### src/hdl/pmfz_params.svh
// Constants of the power monitor flag and zero-crossing block.
// Assumes a 25 MHz core clock and a 32-bit classic Wishbone register bus.
`ifndef PMFZ_PARAMS_SVH
`define PMFZ_PARAMS_SVH
// Register byte offsets
`define PMFZ_CFG0_OFF 8'h00
`define PMFZ_CFG1_OFF 8'h04
`define PMFZ_CFG2_OFF 8'h08
`define PMFZ_STAT_OFF 8'h0c
`define PMFZ_AVG_OFF 8'h10
`define PMFZ_AVG1_OFF 8'h14
// Status bit positions
`define PMFZ_ST_OV 0
`define PMFZ_ST_UV 1
`define PMFZ_ST_OC 2
`define PMFZ_ST_OCLAT 3
`define PMFZ_ST_ZC 4
`define PMFZ_ST_RUN 5
// Clock and times
`define PMFZ_CLK_MHZ 25
`define PMFZ_ZC_NARROW_US 32
`define PMFZ_ZC_WIDE_US 256
`define PMFZ_OC_DLY_MAX_US 32
// Window, trip and zero-crossing holdoff limits
`define PMFZ_N_MIN 11'h004
`define PMFZ_OC_MIN 11'h14d
`define PMFZ_OC_MAX 11'h400
`define PMFZ_ZC_HOLD 4'h8
`endif

### src/hdl/pmfz_pkg.sv
// Types of the power monitor flag and zero-crossing block.
// Assumes pmfz_params.svh for numeric constants.
package pmfz_pkg;
  // Word 2 is the top, word 0 the bottom of the vector
  typedef struct packed {
    logic [3:0] vevent_cycs;
    logic [5:0] flt_dly_us;
    logic [10:0] oc_level;
    logic [10:0] n_fixed;
    logic [15:0] uv_th;
    logic [15:0] ov_th;
    logic [6:0] rsv;
    logic zc_chan;
    logic width_sel;
    logic every_edge;
    logic edge_sel;
    logic sq_en;
    logic [1:0] dio1_sel;
    logic [1:0] dio0_sel;
    logic two_wire;
    logic bypass_n;
    logic [2:0] avg2_log;
    logic [2:0] avg1_log;
    logic [1:0] path1_src;
    logic [1:0] path0_src;
    logic [2:0] del_amt;
    logic del_cur;
  } pmfz_cfg_t;

  typedef struct packed {
    logic signed [15:0] v;
    logic signed [15:0] i;
  } pmfz_sample_t;

  typedef struct packed {
    logic [15:0] vrms;
    logic [15:0] irms;
    logic [15:0] pact;
  } pmfz_rms_t;

  typedef enum logic [0:0] {PMFZ_LOAD, PMFZ_RUN} pmfz_state_t;
endpackage

### src/hdl/pmfz_core.sv
// Flag, averaging, window and zero-crossing back end of a power monitor.
// Assumes samples, RMS results and the fast current arrive synchronous to clk_i;
// the RMS arithmetic itself sits outside and is paced by window_end_o.
//
// Summary of operation
// - Delay voltage or current channel by the programmed amount, at most five degrees.
// - Two averaging paths; source fields route vrms, irms or active power.
// - Each path has two cascaded stages; all stage outputs readable.
// - Overvoltage when vrms above upper, undervoltage when below lower threshold.
// - Voltage flags set only after the programmed count of consecutive sets.
// - Fast current compared against a trip level clamped to 0.65..2.0 of range.
// - Optional trip delay of up to 32 us before reporting overcurrent.
// - Window sized by voltage zero crossings unless bypass is set.
// - With bypass, window is the fixed sample count of 32 kHz samples.
// - Fixed counts below four are replaced by four.
// - In fixed mode first valid RMS comes after twice the count.
// - Two-wire mode turns two pins into flag outputs.
// - Flag pins are active low; host reads low as asserted.
// - Flag 0 selects zero crossing, overvoltage, undervoltage or the OR of the two voltage flags.
// - Flag 1 selects overcurrent, undervoltage, overvoltage or OR with latched trip.
// - Window uses voltage crossings even when current crossings are reported.
// - Voltage crossings reported as short pulses or as a square wave.
// - Edge select 0 picks falling, 1 rising crossings, both channels.
// - Every-edge field pulses on both crossing directions.
// - Pulse width is 32 us for select 0, 256 us for select 1.
// - Square wave toggles each crossing; edge select aligns the rising transition.
// - Channel select reports current crossings, pulse mode only, same options.
// - Overcurrent uses the separate 12-bit 1 MHz current value.
// - Without bypass, each rising voltage crossing closes the window; count grows per sample.
`include "pmfz_params.svh"
`timescale 1ns/1ns
`default_nettype none
module pmfz_core
  import pmfz_pkg::*;
#(
  parameter int DEL_DEPTH = 8,
  parameter int ZC_WIDE_CYC = `PMFZ_ZC_WIDE_US * `PMFZ_CLK_MHZ
) (
  // Clock and reset
  input wire logic clk_i,
  input wire logic rst_i,
  // Wishbone slave
  input wire logic cyc_i,
  input wire logic stb_i,
  input wire logic we_i,
  input wire logic [7:0] adr_i,
  input wire logic [3:0] sel_i,
  input wire logic [31:0] dat_i,
  output logic [31:0] dat_o,
  output logic ack_o,
  // Nonvolatile configuration image
  input wire logic [95:0] nv_cfg_i,
  // 32 kHz samples
  input wire logic sample_stb_i,
  input wire pmfz_sample_t sample_i,
  output pmfz_sample_t sample_del_o,
  // RMS results and window pacing
  input wire logic rms_stb_i,
  input wire pmfz_rms_t rms_i,
  output logic window_end_o,
  output logic [10:0] window_n_o,
  // Fast current, 1 MHz
  input wire logic oc_stb_i,
  input wire logic signed [11:0] oc_current_i,
  // Flag pins
  output logic flag0_n_o,
  output logic flag0_oe_o,
  output logic flag1_n_o,
  output logic flag1_oe_o
);
  localparam int ZC_NARROW_CYC = `PMFZ_ZC_NARROW_US * `PMFZ_CLK_MHZ;
  localparam int OC_DLY_MAX_CYC = `PMFZ_OC_DLY_MAX_US * `PMFZ_CLK_MHZ;

  pmfz_cfg_t cfg_reg;
  pmfz_state_t state_reg;
  logic run;
  logic wb_req;
  logic [31:0] wmask;

  function automatic logic [15:0] avg_src(input logic [1:0] s, input pmfz_rms_t r);
    unique case (s)
      2'h0: avg_src = r.vrms;
      2'h1: avg_src = r.irms;
      default: avg_src = r.pact;
    endcase
  endfunction

  assign run = (state_reg == PMFZ_RUN);
  assign wb_req = cyc_i & stb_i & ~ack_o;
  assign wmask = {{8{sel_i[3]}}, {8{sel_i[2]}}, {8{sel_i[1]}}, {8{sel_i[0]}}};

  // Configuration: loaded from the image, then writable by software
  always_ff @(posedge clk_i) begin
    if (rst_i) begin
      state_reg <= PMFZ_LOAD;
      cfg_reg <= '0;
    end else if (!run) begin
      cfg_reg <= pmfz_cfg_t'(nv_cfg_i);
      state_reg <= PMFZ_RUN;
    end else if (wb_req && we_i) begin
      unique case (adr_i)
        `PMFZ_CFG0_OFF: cfg_reg[31:0] <= (cfg_reg[31:0] & ~wmask) | (dat_i & wmask);
        `PMFZ_CFG1_OFF: cfg_reg[63:32] <= (cfg_reg[63:32] & ~wmask) | (dat_i & wmask);
        `PMFZ_CFG2_OFF: cfg_reg[95:64] <= (cfg_reg[95:64] & ~wmask) | (dat_i & wmask);
        default: ;
      endcase
    end
  end

  // Channel phase delay
  pmfz_sample_t hist [DEL_DEPTH];
  always_ff @(posedge clk_i) begin
    if (rst_i) begin
      for (int k = 0; k < DEL_DEPTH; k++) hist[k] <= '0;
      sample_del_o <= '0;
    end else if (sample_stb_i && run) begin
      hist[0] <= sample_i;
      for (int k = 1; k < DEL_DEPTH; k++) hist[k] <= hist[k-1];
      sample_del_o <= sample_i;
      if (cfg_reg.del_amt != 3'h0) begin
        if (cfg_reg.del_cur) sample_del_o.i <= hist[cfg_reg.del_amt - 3'h1].i;
        else sample_del_o.v <= hist[cfg_reg.del_amt - 3'h1].v;
      end
    end
  end

  // Zero-crossing detection with a sample holdoff; 0 voltage, 1 current
  logic [1:0] pos_reg;
  logic [1:0] primed_reg;
  logic [3:0] hold_reg [2];
  logic [1:0] rise_x;
  logic [1:0] fall_x;
  always_comb begin
    for (int c = 0; c < 2; c++) begin
      rise_x[c] = 1'b0;
      fall_x[c] = 1'b0;
    end
    if (sample_stb_i && run) begin
      rise_x[0] = primed_reg[0] && !pos_reg[0] && !sample_i.v[15] && hold_reg[0] == 4'h0;
      fall_x[0] = primed_reg[0] && pos_reg[0] && sample_i.v[15] && hold_reg[0] == 4'h0;
      rise_x[1] = primed_reg[1] && !pos_reg[1] && !sample_i.i[15] && hold_reg[1] == 4'h0;
      fall_x[1] = primed_reg[1] && pos_reg[1] && sample_i.i[15] && hold_reg[1] == 4'h0;
    end
  end
  always_ff @(posedge clk_i) begin
    if (rst_i) begin
      pos_reg <= 2'b00;
      primed_reg <= 2'b00;
      hold_reg[0] <= 4'h0;
      hold_reg[1] <= 4'h0;
    end else if (sample_stb_i && run) begin
      for (int c = 0; c < 2; c++) begin
        if (!primed_reg[c]) begin
          // First sample after reset only learns the sign, so no false crossing
          pos_reg[c] <= (c == 0) ? !sample_i.v[15] : !sample_i.i[15];
          primed_reg[c] <= 1'b1;
        end else if (rise_x[c] || fall_x[c]) begin
          pos_reg[c] <= rise_x[c];
          hold_reg[c] <= `PMFZ_ZC_HOLD;
        end else if (hold_reg[c] != 4'h0) begin
          hold_reg[c] <= hold_reg[c] - 4'h1;
        end
      end
    end
  end

  // Zero-crossing output: pulse or square wave
  logic zc_ch;
  logic zc_hit;
  logic zc_reg;
  logic sq_reg;
  logic [12:0] zc_cnt_reg;
  assign zc_ch = cfg_reg.zc_chan;
  assign zc_hit = cfg_reg.every_edge ? (rise_x[zc_ch] | fall_x[zc_ch])
                : (cfg_reg.edge_sel ? rise_x[zc_ch] : fall_x[zc_ch]);
  always_ff @(posedge clk_i) begin
    if (rst_i) begin
      sq_reg <= 1'b0;
    end else if (rise_x[0]) begin
      sq_reg <= cfg_reg.edge_sel;
    end else if (fall_x[0]) begin
      sq_reg <= !cfg_reg.edge_sel;
    end
  end
  always_ff @(posedge clk_i) begin
    if (rst_i) begin
      zc_cnt_reg <= '0;
    end else if (zc_hit) begin
      zc_cnt_reg <= cfg_reg.width_sel ? 13'(ZC_WIDE_CYC) : 13'(ZC_NARROW_CYC);
    end else if (zc_cnt_reg != '0) begin
      zc_cnt_reg <= zc_cnt_reg - 13'h1;
    end
  end
  always_comb begin
    if (cfg_reg.sq_en && !cfg_reg.zc_chan) zc_reg = sq_reg;
    else zc_reg = (zc_cnt_reg != '0);
  end

  // Calculation window
  logic [10:0] n_cnt_reg;
  logic [10:0] n_eff;
  logic [1:0] win_seen_reg;
  logic win_close;
  assign n_eff = (cfg_reg.n_fixed < `PMFZ_N_MIN) ? `PMFZ_N_MIN : cfg_reg.n_fixed;
  always_comb begin
    if (cfg_reg.bypass_n) win_close = sample_stb_i && run && (n_cnt_reg + 11'h1 >= n_eff);
    else win_close = rise_x[0];
  end
  always_ff @(posedge clk_i) begin
    if (rst_i) begin
      n_cnt_reg <= '0;
      window_end_o <= 1'b0;
      window_n_o <= '0;
      win_seen_reg <= 2'h0;
    end else begin
      window_end_o <= win_close;
      if (win_close) begin
        window_n_o <= cfg_reg.bypass_n ? n_eff : n_cnt_reg;
        n_cnt_reg <= cfg_reg.bypass_n ? 11'h0 : 11'h1;
        if (win_seen_reg != 2'h2) win_seen_reg <= win_seen_reg + 2'h1;
      end else if (sample_stb_i && run && n_cnt_reg != 11'h7ff) begin
        n_cnt_reg <= n_cnt_reg + 11'h1;
      end
    end
  end

  // RMS results count only once the fixed window has run twice
  logic rms_ok;
  assign rms_ok = rms_stb_i && run && (!cfg_reg.bypass_n || win_seen_reg == 2'h2);

  // Over and undervoltage with consecutive event count
  logic ov_reg;
  logic uv_reg;
  logic [3:0] ov_cnt_reg;
  logic [3:0] uv_cnt_reg;
  logic [3:0] ev_need;
  assign ev_need = (cfg_reg.vevent_cycs == 4'h0) ? 4'h1 : cfg_reg.vevent_cycs;
  always_ff @(posedge clk_i) begin
    if (rst_i) begin
      ov_reg <= 1'b0;
      uv_reg <= 1'b0;
      ov_cnt_reg <= 4'h0;
      uv_cnt_reg <= 4'h0;
    end else if (rms_ok) begin
      if (rms_i.vrms > cfg_reg.ov_th) begin
        if (ov_cnt_reg + 4'h1 >= ev_need) ov_reg <= 1'b1;
        if (ov_cnt_reg != 4'hf) ov_cnt_reg <= ov_cnt_reg + 4'h1;
      end else begin
        ov_reg <= 1'b0;
        ov_cnt_reg <= 4'h0;
      end
      if (rms_i.vrms < cfg_reg.uv_th) begin
        if (uv_cnt_reg + 4'h1 >= ev_need) uv_reg <= 1'b1;
        if (uv_cnt_reg != 4'hf) uv_cnt_reg <= uv_cnt_reg + 4'h1;
      end else begin
        uv_reg <= 1'b0;
        uv_cnt_reg <= 4'h0;
      end
    end
  end

  // Averaging: two paths, two cascaded power-of-two stages each
  logic [22:0] acc_reg [2][2];
  logic [6:0] cnt_reg [2][2];
  logic [15:0] avg_reg [2][2];
  logic [15:0] st_in [2][2];
  logic [1:0] st_go [2];
  logic [1:0] st_done [2];
  logic [2:0] st_log [2];
  logic [22:0] st_sum [2][2];
  always_comb begin
    st_log[0] = cfg_reg.avg1_log;
    st_log[1] = cfg_reg.avg2_log;
    for (int p = 0; p < 2; p++) begin
      st_in[p][0] = avg_src(p == 0 ? cfg_reg.path0_src : cfg_reg.path1_src, rms_i);
      st_go[p][0] = rms_ok;
      st_in[p][1] = 16'((acc_reg[p][0] + 23'(st_in[p][0])) >> st_log[0]);
      for (int s = 0; s < 2; s++) begin
        st_sum[p][s] = acc_reg[p][s] + 23'(st_in[p][s]);
        st_done[p][s] = st_go[p][s] && (cnt_reg[p][s] == 7'((8'h1 << st_log[s]) - 8'h1));
      end
      st_go[p][1] = st_done[p][0];
    end
  end
  always_ff @(posedge clk_i) begin
    if (rst_i) begin
      for (int p = 0; p < 2; p++) begin
        for (int s = 0; s < 2; s++) begin
          acc_reg[p][s] <= '0;
          cnt_reg[p][s] <= '0;
          avg_reg[p][s] <= '0;
        end
      end
    end else begin
      for (int p = 0; p < 2; p++) begin
        for (int s = 0; s < 2; s++) begin
          if (st_done[p][s]) begin
            avg_reg[p][s] <= 16'(st_sum[p][s] >> st_log[s]);
            acc_reg[p][s] <= '0;
            cnt_reg[p][s] <= '0;
          end else if (st_go[p][s]) begin
            acc_reg[p][s] <= st_sum[p][s];
            cnt_reg[p][s] <= cnt_reg[p][s] + 7'h1;
          end
        end
      end
    end
  end

  // Overcurrent trip on the fast path
  logic [10:0] oc_mag;
  logic [10:0] oc_lvl;
  logic oc_over_reg;
  logic oc_reg;
  logic oc_lat_reg;
  logic [9:0] oc_dly_reg;
  logic [9:0] oc_need;
  logic oc_clr;
  // Full negative scale has no 11-bit magnitude; saturate so it still trips
  assign oc_mag = (oc_current_i == 12'sh800) ? 11'h7ff
                : oc_current_i[11] ? 11'(-oc_current_i) : oc_current_i[10:0];
  assign oc_lvl = (cfg_reg.oc_level < `PMFZ_OC_MIN) ? `PMFZ_OC_MIN
                : (cfg_reg.oc_level > `PMFZ_OC_MAX) ? `PMFZ_OC_MAX : cfg_reg.oc_level;
  assign oc_need = (cfg_reg.flt_dly_us > 6'(`PMFZ_OC_DLY_MAX_US)) ? 10'(OC_DLY_MAX_CYC)
                 : 10'(cfg_reg.flt_dly_us * `PMFZ_CLK_MHZ);
  assign oc_clr = wb_req && we_i && adr_i == `PMFZ_STAT_OFF && sel_i[0]
                  && dat_i[`PMFZ_ST_OCLAT];
  always_ff @(posedge clk_i) begin
    if (rst_i) oc_over_reg <= 1'b0;
    else if (oc_stb_i && run) oc_over_reg <= (oc_mag > oc_lvl);
  end
  always_ff @(posedge clk_i) begin
    if (rst_i) begin
      oc_dly_reg <= '0;
      oc_reg <= 1'b0;
    end else if (!oc_over_reg) begin
      oc_dly_reg <= '0;
      oc_reg <= 1'b0;
    end else if (oc_dly_reg >= oc_need) begin
      oc_reg <= 1'b1;
    end else begin
      oc_dly_reg <= oc_dly_reg + 10'h1;
    end
  end
  always_ff @(posedge clk_i) begin
    if (rst_i) oc_lat_reg <= 1'b0;
    else if (oc_reg) oc_lat_reg <= 1'b1;
    else if (oc_clr) oc_lat_reg <= 1'b0;
  end

  // Flag pin routing, driven low when asserted
  logic f0;
  logic f1;
  always_comb begin
    unique case (cfg_reg.dio0_sel)
      2'h0: f0 = zc_reg;
      2'h1: f0 = ov_reg;
      2'h2: f0 = uv_reg;
      default: f0 = ov_reg | uv_reg;
    endcase
    unique case (cfg_reg.dio1_sel)
      2'h0: f1 = oc_reg;
      2'h1: f1 = uv_reg;
      2'h2: f1 = ov_reg;
      default: f1 = ov_reg | uv_reg | oc_lat_reg;
    endcase
  end
  always_ff @(posedge clk_i) begin
    if (rst_i) begin
      flag0_n_o <= 1'b1;
      flag1_n_o <= 1'b1;
      flag0_oe_o <= 1'b0;
      flag1_oe_o <= 1'b0;
    end else begin
      flag0_n_o <= ~f0;
      flag1_n_o <= ~f1;
      flag0_oe_o <= run && cfg_reg.two_wire;
      flag1_oe_o <= run && cfg_reg.two_wire;
    end
  end

  // Bus answer
  logic [31:0] rd;
  always_comb begin
    rd = '0;
    unique case (adr_i)
      `PMFZ_CFG0_OFF: rd = cfg_reg[31:0];
      `PMFZ_CFG1_OFF: rd = cfg_reg[63:32];
      `PMFZ_CFG2_OFF: rd = cfg_reg[95:64];
      `PMFZ_STAT_OFF: rd = {26'h0, run, zc_reg, oc_lat_reg, oc_reg, uv_reg, ov_reg};
      `PMFZ_AVG_OFF: rd = {avg_reg[0][1], avg_reg[0][0]};
      `PMFZ_AVG1_OFF: rd = {avg_reg[1][1], avg_reg[1][0]};
      default: rd = '0;
    endcase
  end
  always_ff @(posedge clk_i) begin
    if (rst_i) begin
      ack_o <= 1'b0;
      dat_o <= '0;
    end else begin
      ack_o <= wb_req;
      if (wb_req && !we_i) dat_o <= rd;
    end
  end
endmodule
`default_nettype wire

### config.mk
export PLATFORM = sky130hd
export DESIGN_NAME = pmfz_core
export DESIGN_NICKNAME = d
export VERILOG_FILES = /design/src/hdl/pmfz_pkg.sv /design/src/hdl/pmfz_core.sv
export VERILOG_INCLUDE_DIRS = /design/src /design/src/hdl
export SDC_FILE = /design/constraint.sdc
export NUM_CORES = 2
export LEC_CHECK = 0
export BUFFER_PORTS_ARGS = -buffer_cell sky130_fd_sc_hd__buf_2
export CAP_MARGIN = 20
export CORE_MARGIN = 10
export CORE_UTILIZATION = 50
export CTS_CLUSTER_SIZE = 40
export DETAILED_ROUTE_END_ITERATION = 10
export GPL_ROUTABILITY_DRIVEN = 1
export HOLD_SLACK_MARGIN = 0.02
export PLACE_DENSITY_LB_ADDON = 0.25
export SLEW_MARGIN = 10
export SYNTH_ARGS = -nofsm -noshare
export SYNTH_HDL_FRONTEND = slang
export SYNTH_SLANG_ARGS = --single-unit
### constraint.sdc
create_clock -name clk_i -period 18.2 [get_ports clk_i]
set_clock_uncertainty 0.05 [all_clocks]
set_input_delay 2.73 -clock clk_i [delete_from_list [all_inputs] [get_ports clk_i]]
set_output_delay 2.73 -clock clk_i [all_outputs]
set_load 0.005 [all_outputs]
# --- After elaboration in Yosys (flattened, before gate mapping) ---
# Memories as Yosys holds them, arrays and structs flattened.
# Index checks and enable logic that the tools add are counted.
totals:
  reg_bits: 230
  latchBits: 0
  ramBits: 448
  mem_bits_ro: 0
  inputBits: 240
  out_inout_bits: 81
  wordCells: 376
  mem_count: 5
op_classes:
  n_addsub: 20
  n_mul: 1
  n_div: 0
  n_lt_le_gt_ge: 12
  n_eq_ne: 31
  shifts: 6
  n_mux: 138
  n_bitwise: 49
  n_reduce_logical: 67
mem_list:
  columns: ["memory", "depth", "word_bits", "rd", "rd_ports_with_merged_regs", "write_ports", "line", "source"]
  rows:
  - ["hist", 8, 32, 8, 0, 8, "pmfz_core.sv:111", "pmfz_sample_t hist [DEL_DEPTH];"]
  - ["acc_reg", 2, 46, 2, 0, 2, "pmfz_core.sv:263", "logic [22:0] acc_reg [2][2];"]
  - ["avg_reg", 2, 32, 2, 0, 2, "pmfz_core.sv:265", "logic [15:0] avg_reg [2][2];"]
  - ["cnt_reg", 2, 14, 2, 0, 2, "pmfz_core.sv:264", "logic [6:0] cnt_reg [2][2];"]
  - ["hold_reg", 2, 4, 2, 0, 2, "pmfz_core.sv:130", "logic [3:0] hold_reg [2];"]
ops:
  columns: ["operator", "n"]
  rows:
  - ["32-bit two-way mux", 12]
  - ["96-bit two-way mux", 2]
  - ["32-bit one-hot mux with 6 select lines", 1]
  - ["23-bit two-way mux", 8]
  - ["32-bit AND", 4]
  - ["16-bit two-way mux", 6]
  - ["32-bit bitwise OR", 3]
  - ["23-bit by 16-bit adder with 23-bit output", 4]
  - ["23-bit by 3-bit >> shifter with 16-bit output", 4]
  - ["11-bit two-way mux", 8]
  - ["1-bit two-way mux", 74]
  - ["16-bit one-hot mux with 2 select lines", 2]
  - ["7-bit two-way mux", 8]
  - ["13-bit two-way mux", 3]
  - ["4-bit two-way mux", 9]
  - ["1-bit bitwise OR", 35]
  - ["32-bit inverter", 1]
  - ["1-bit logical AND", 29]
  - ["7-bit by 1-bit adder with 7-bit output, second input constant", 4]
  - ["7-bit equality test", 4]
  - ["2-bit by 1-bit != test with 1-bit output, second input constant", 10]
  - ["2-bit AND reduction", 10]
  - ["8-bit by 4-bit equality test with 1-bit output, second input constant", 2]
  - ["8-bit by 5-bit equality test with 1-bit output, second input constant", 2]
  - ["44 further kinds", 79]

# --- Logic depth before layout (Yosys ltp) ---
logic_depth:
  word_depth: 13
  mapped_depth: 26
  mapped_depth_nobuf: 23

# --- Worst setup path before layout ---
# OpenSTA, ideal clock, no wires.
synth_timing:
  kind: "input-to-reg"
  start: "input port rst_i"
  end: "memory hist[0][0] (netlist bit), enable pin"
  setup_ns: 0.605
  arrival_ns: 8.298
  t_required_ns: 17.545
  setup_slack_ns: 9.247
  path_stages: 4
  path_buffers: 2
  cell_sequence: "clkbuf_1 nor2_1 clkbuf_1 inv_1"
synth_rtl:
  columns: ["element", "line", "source"]
  rows:
  - ["start: declaration", "pmfz_core.sv:41", "input wire logic rst_i,"]
  - ["end: declaration", "pmfz_core.sv:111", null]

==> impl_metrics.toml <==
[die]
pin_count = 321
dieArea_um2 = 91700
rows = 103
die_y_um = 303
die_w_um = 303
core_region_area_um2 = 79100
start_util = 0.506

[timing]
rsz0062_at_grt = "false"
worst_pin_slew_ns = 1.10
drv_slew = 0
max_clock_freq_mhz = 120
finalCritPeriodShare = 0.456
hold_ws_ns = 0.419
finalSetupViolations = 0
period_needed_ns = 8.31
slew_headroom = 0.263
finalHoldViolations = 0
setup_tns_ns = 0

[final_layout]
drive_gt1_frac = 0.152
areaGrowthSynthToFinish_pct = 12.8
fin_nets = 4707

[place]
hpwlAfterDp_mm = 96.1
port_buffers = 320
gp_congestion = 1.03

[clocking]
cts_resized = 0
cts.sinks = 678
clkSlewWorstSetupHoldPaths_ns = 0.06
holdBufCountCts = 0
postCtsSetupBuffers = 0
htreeDepth = 3
worstSkewPairLatency_ns = 0.67
clockBufferDepth = 3
cts_root_buf = "clkbuf_16"
cts_tree = "yes"
numCtsBuffers = 77

[drt]
via_per_inst = 6.18
drt-wirelength-per-cell_um = 24.3
remaining_drc_errors = 0
dr.pass1.iters = 8
vias = 33400
antenna_left = 0
routed_wl_mm = 131
drtIter0Drc = 3861

[synth]
synth_edf_count = 418
synth_area_um2 = 40000
netlist.area_leader.share = 0.314
synthCells = 4099
synthAdderAreaFrac = 0.0585
synth_compound_gate_area_share = 0.163
synth_warnings = 0
synth-main-ff-cell = "edfxtp_1"
postSynthAreaPerCell_um2 = 9.76
async_flop_share = 0
synth_top_family_by_area = "simple AND/OR/NAND/NOR gates"
seq_area_frac_synth = 0.444
yosys-top-cells-area = "edfxtp_1 31%, dfxtp_1 13%, ha_1 5.6%"
synth_cell_type_count = 90
synthMuxAreaShare = 0.0879
synth_xor_area_frac = 0.0392
yosys_register_bits = 678
yosysTopAreaCell = "edfxtp_1"
synthSimpleGateAreaFrac = 0.169
synth_fp_nets = 4523

[global_route]
antenna_found_initial = 9
grt_pass1_wl_mm = 196
overflow = 0
grt_use_total = 0.278
grt_start_max_net_pins = 149
grt_pass1_vias = 31400

[worst_setup_path]
worstPathMaxFanout = 5
r2r_slack_ns = 11.33
cp-start-kind = "primary input"
cp-end-kind = "register"
cp.arrival_ns = 8.68
cp.required_ns = 18.57
worstSetupPathType = "in2reg"

[min_path]
hp-class = "reg2reg"

[pwr]
p_per_area_nw_per_um2 = 102
leakage_nw = 18.7
peakVddDrop_mv = 0.0836

[job]
cap_violations = 0

[run_status]
status = "complete, no violations"
stage by stage:
step / std cells / area (um^2) / util / setup slack, ns / power [mW]
after floorplan: 4099 / 40000 / - / 9.25 / 2.64
after global placement: 5245 / 42400 / 0.535 / 9.37 / 2.97
after detailed placement: 5247 / 42400 / 0.536 / 9.38 / 2.98
after CTS: 5391 / 45000 / 0.569 / 10.03 / 4.58
after global routing: 5399 / 45100 / 0.570 / 9.51 / 4.78
final: 5403 / 45100 / 0.570 / 9.89 / 4.59
where the power goes:
group | switching, mW | internal (mW)
Sequential | 0.0779 | 1.73
Combinational | 0.716 | 0.458
Clock | 0.701 | 0.908
Total | 1.49 | 3.09
Yosys cell counts (all sizes together), types with 10 or more instances:
cell / n
nor2: 472
mux2: 22
xor2: 97
and3: 266
nand2: 287
a31oi: 21
mux4: 82
nand4: 28
mux2i: 141
o21ai: 164
a21oi: 357
xnor2: 82
and2: 40
nor4: 10
nor3: 45
clkbuf: 233
nand2b: 29
a211oi: 159
ha: 179
inv: 121
o211ai: 26
a22oi: 29
a222oi: 15
or3: 12
nor2b: 93
edfxtp: 418
o21bai: 12
a22o: 27
o22ai: 21
a21o: 53
nand3: 70
a221oi: 27
or2: 11
buf: 47
o21a: 24
dfxtp: 260
layer usage:
| layer | GRT usage | routed length [um] | share of wire | up-vias |
|---|---|---|---|---|
| met5 | 0 | 23 | 0.00018 | - |
| met4 | 0.0964 | 4860 | 0.037 | 4 |
| met3 | 0.0563 | 12800 | 0.098 | 260 |
| met2 | 0.434 | 58900 | 0.45 | 1471 |
| met1 | 0.381 | 54500 | 0.42 | 16100 |
| li1 | - | - | - | 15500 |
cell families after synthesis:
| group | after synthesis |
|---|---|
| AOI/OAI and AO/OA | 1012 |
| buffers and inverters | 404 |
| DFF | 678 |
| xor gates and xnor gates | 179 |
| and+or+nand+nor | 1397 |
| adders and majority gates | 184 |
| muxes | 245 |
placed cells by master (no fill, tap or decap), drive strengths merged, types with 22 or more instances in the layout:
master and instances:
clkinv 28, buf 385, nand2b 29, nor2 472, o21a 24, nand3 70, and2 40, a21oi 357
nand2 287, mux4 82, inv 123, mux2i 141, o211ai 26, mux2 22, a22oi 29, a22o 27
clkbuf 115, edfxtp 418, and3 266, a211oi 159, o21ai 164, a21o 53, nor3 45, dfxtp 260
nand4 28, xor2 97, a221oi 27, xnor2 82, ha 179, nor2b 93
worst paths after layout:
| kind | from | endpoint | cells after the start |
|---|---|---|---|
| worst max-delay path | rms_i[33] | avg_reg[1][14] | 22 |
| worst min-delay path | acc_reg[0][34] | acc_reg[0][34] | 2 |
| worst max register to register | register | avg_reg[1][14] | 24 |
| worst min register to register | acc_reg[0][34] | acc_reg[0][34] | 2 |
critical path: stages:
cell	delay [ns]
buf_2	0.12
mux2i_1	0.07
o21ai_0	0.68
ha_1	0.36
a21oi_1	0.24
nor2_1	0.14
o21a_1	0.23
nor2_1	0.22
nand3b_1	0.13
and3_1	0.24
mux4_2	0.48
mux2_2	0.32
ha_1	0.37
a211oi_1	0.32
o21ai_0	0.21
and3b_1	0.24
o21a_1	0.24
o211ai_1	0.45
mux2i_1	0.28
a21oi_1	0.09
o31a_1	0.32
o21ba_2	0.20
area by class of cell:
| class | instances | area (um^2) |
|---|---|---|
| repair buffers | 385 | 2140 |
| fillers | 7004 | 34000 |
| clock buffers | 115 | 2300 |
| flip-flops and latches | 678 | 17800 |
| clock inverters | 29 | 352 |
| inverters | 124 | 477 |
| diodes | 5 | 12.5 |
| well taps | 1050 | 1310 |
| multi-input cells | 3017 | 20800 |
Power figures use the tool's default switching activity.
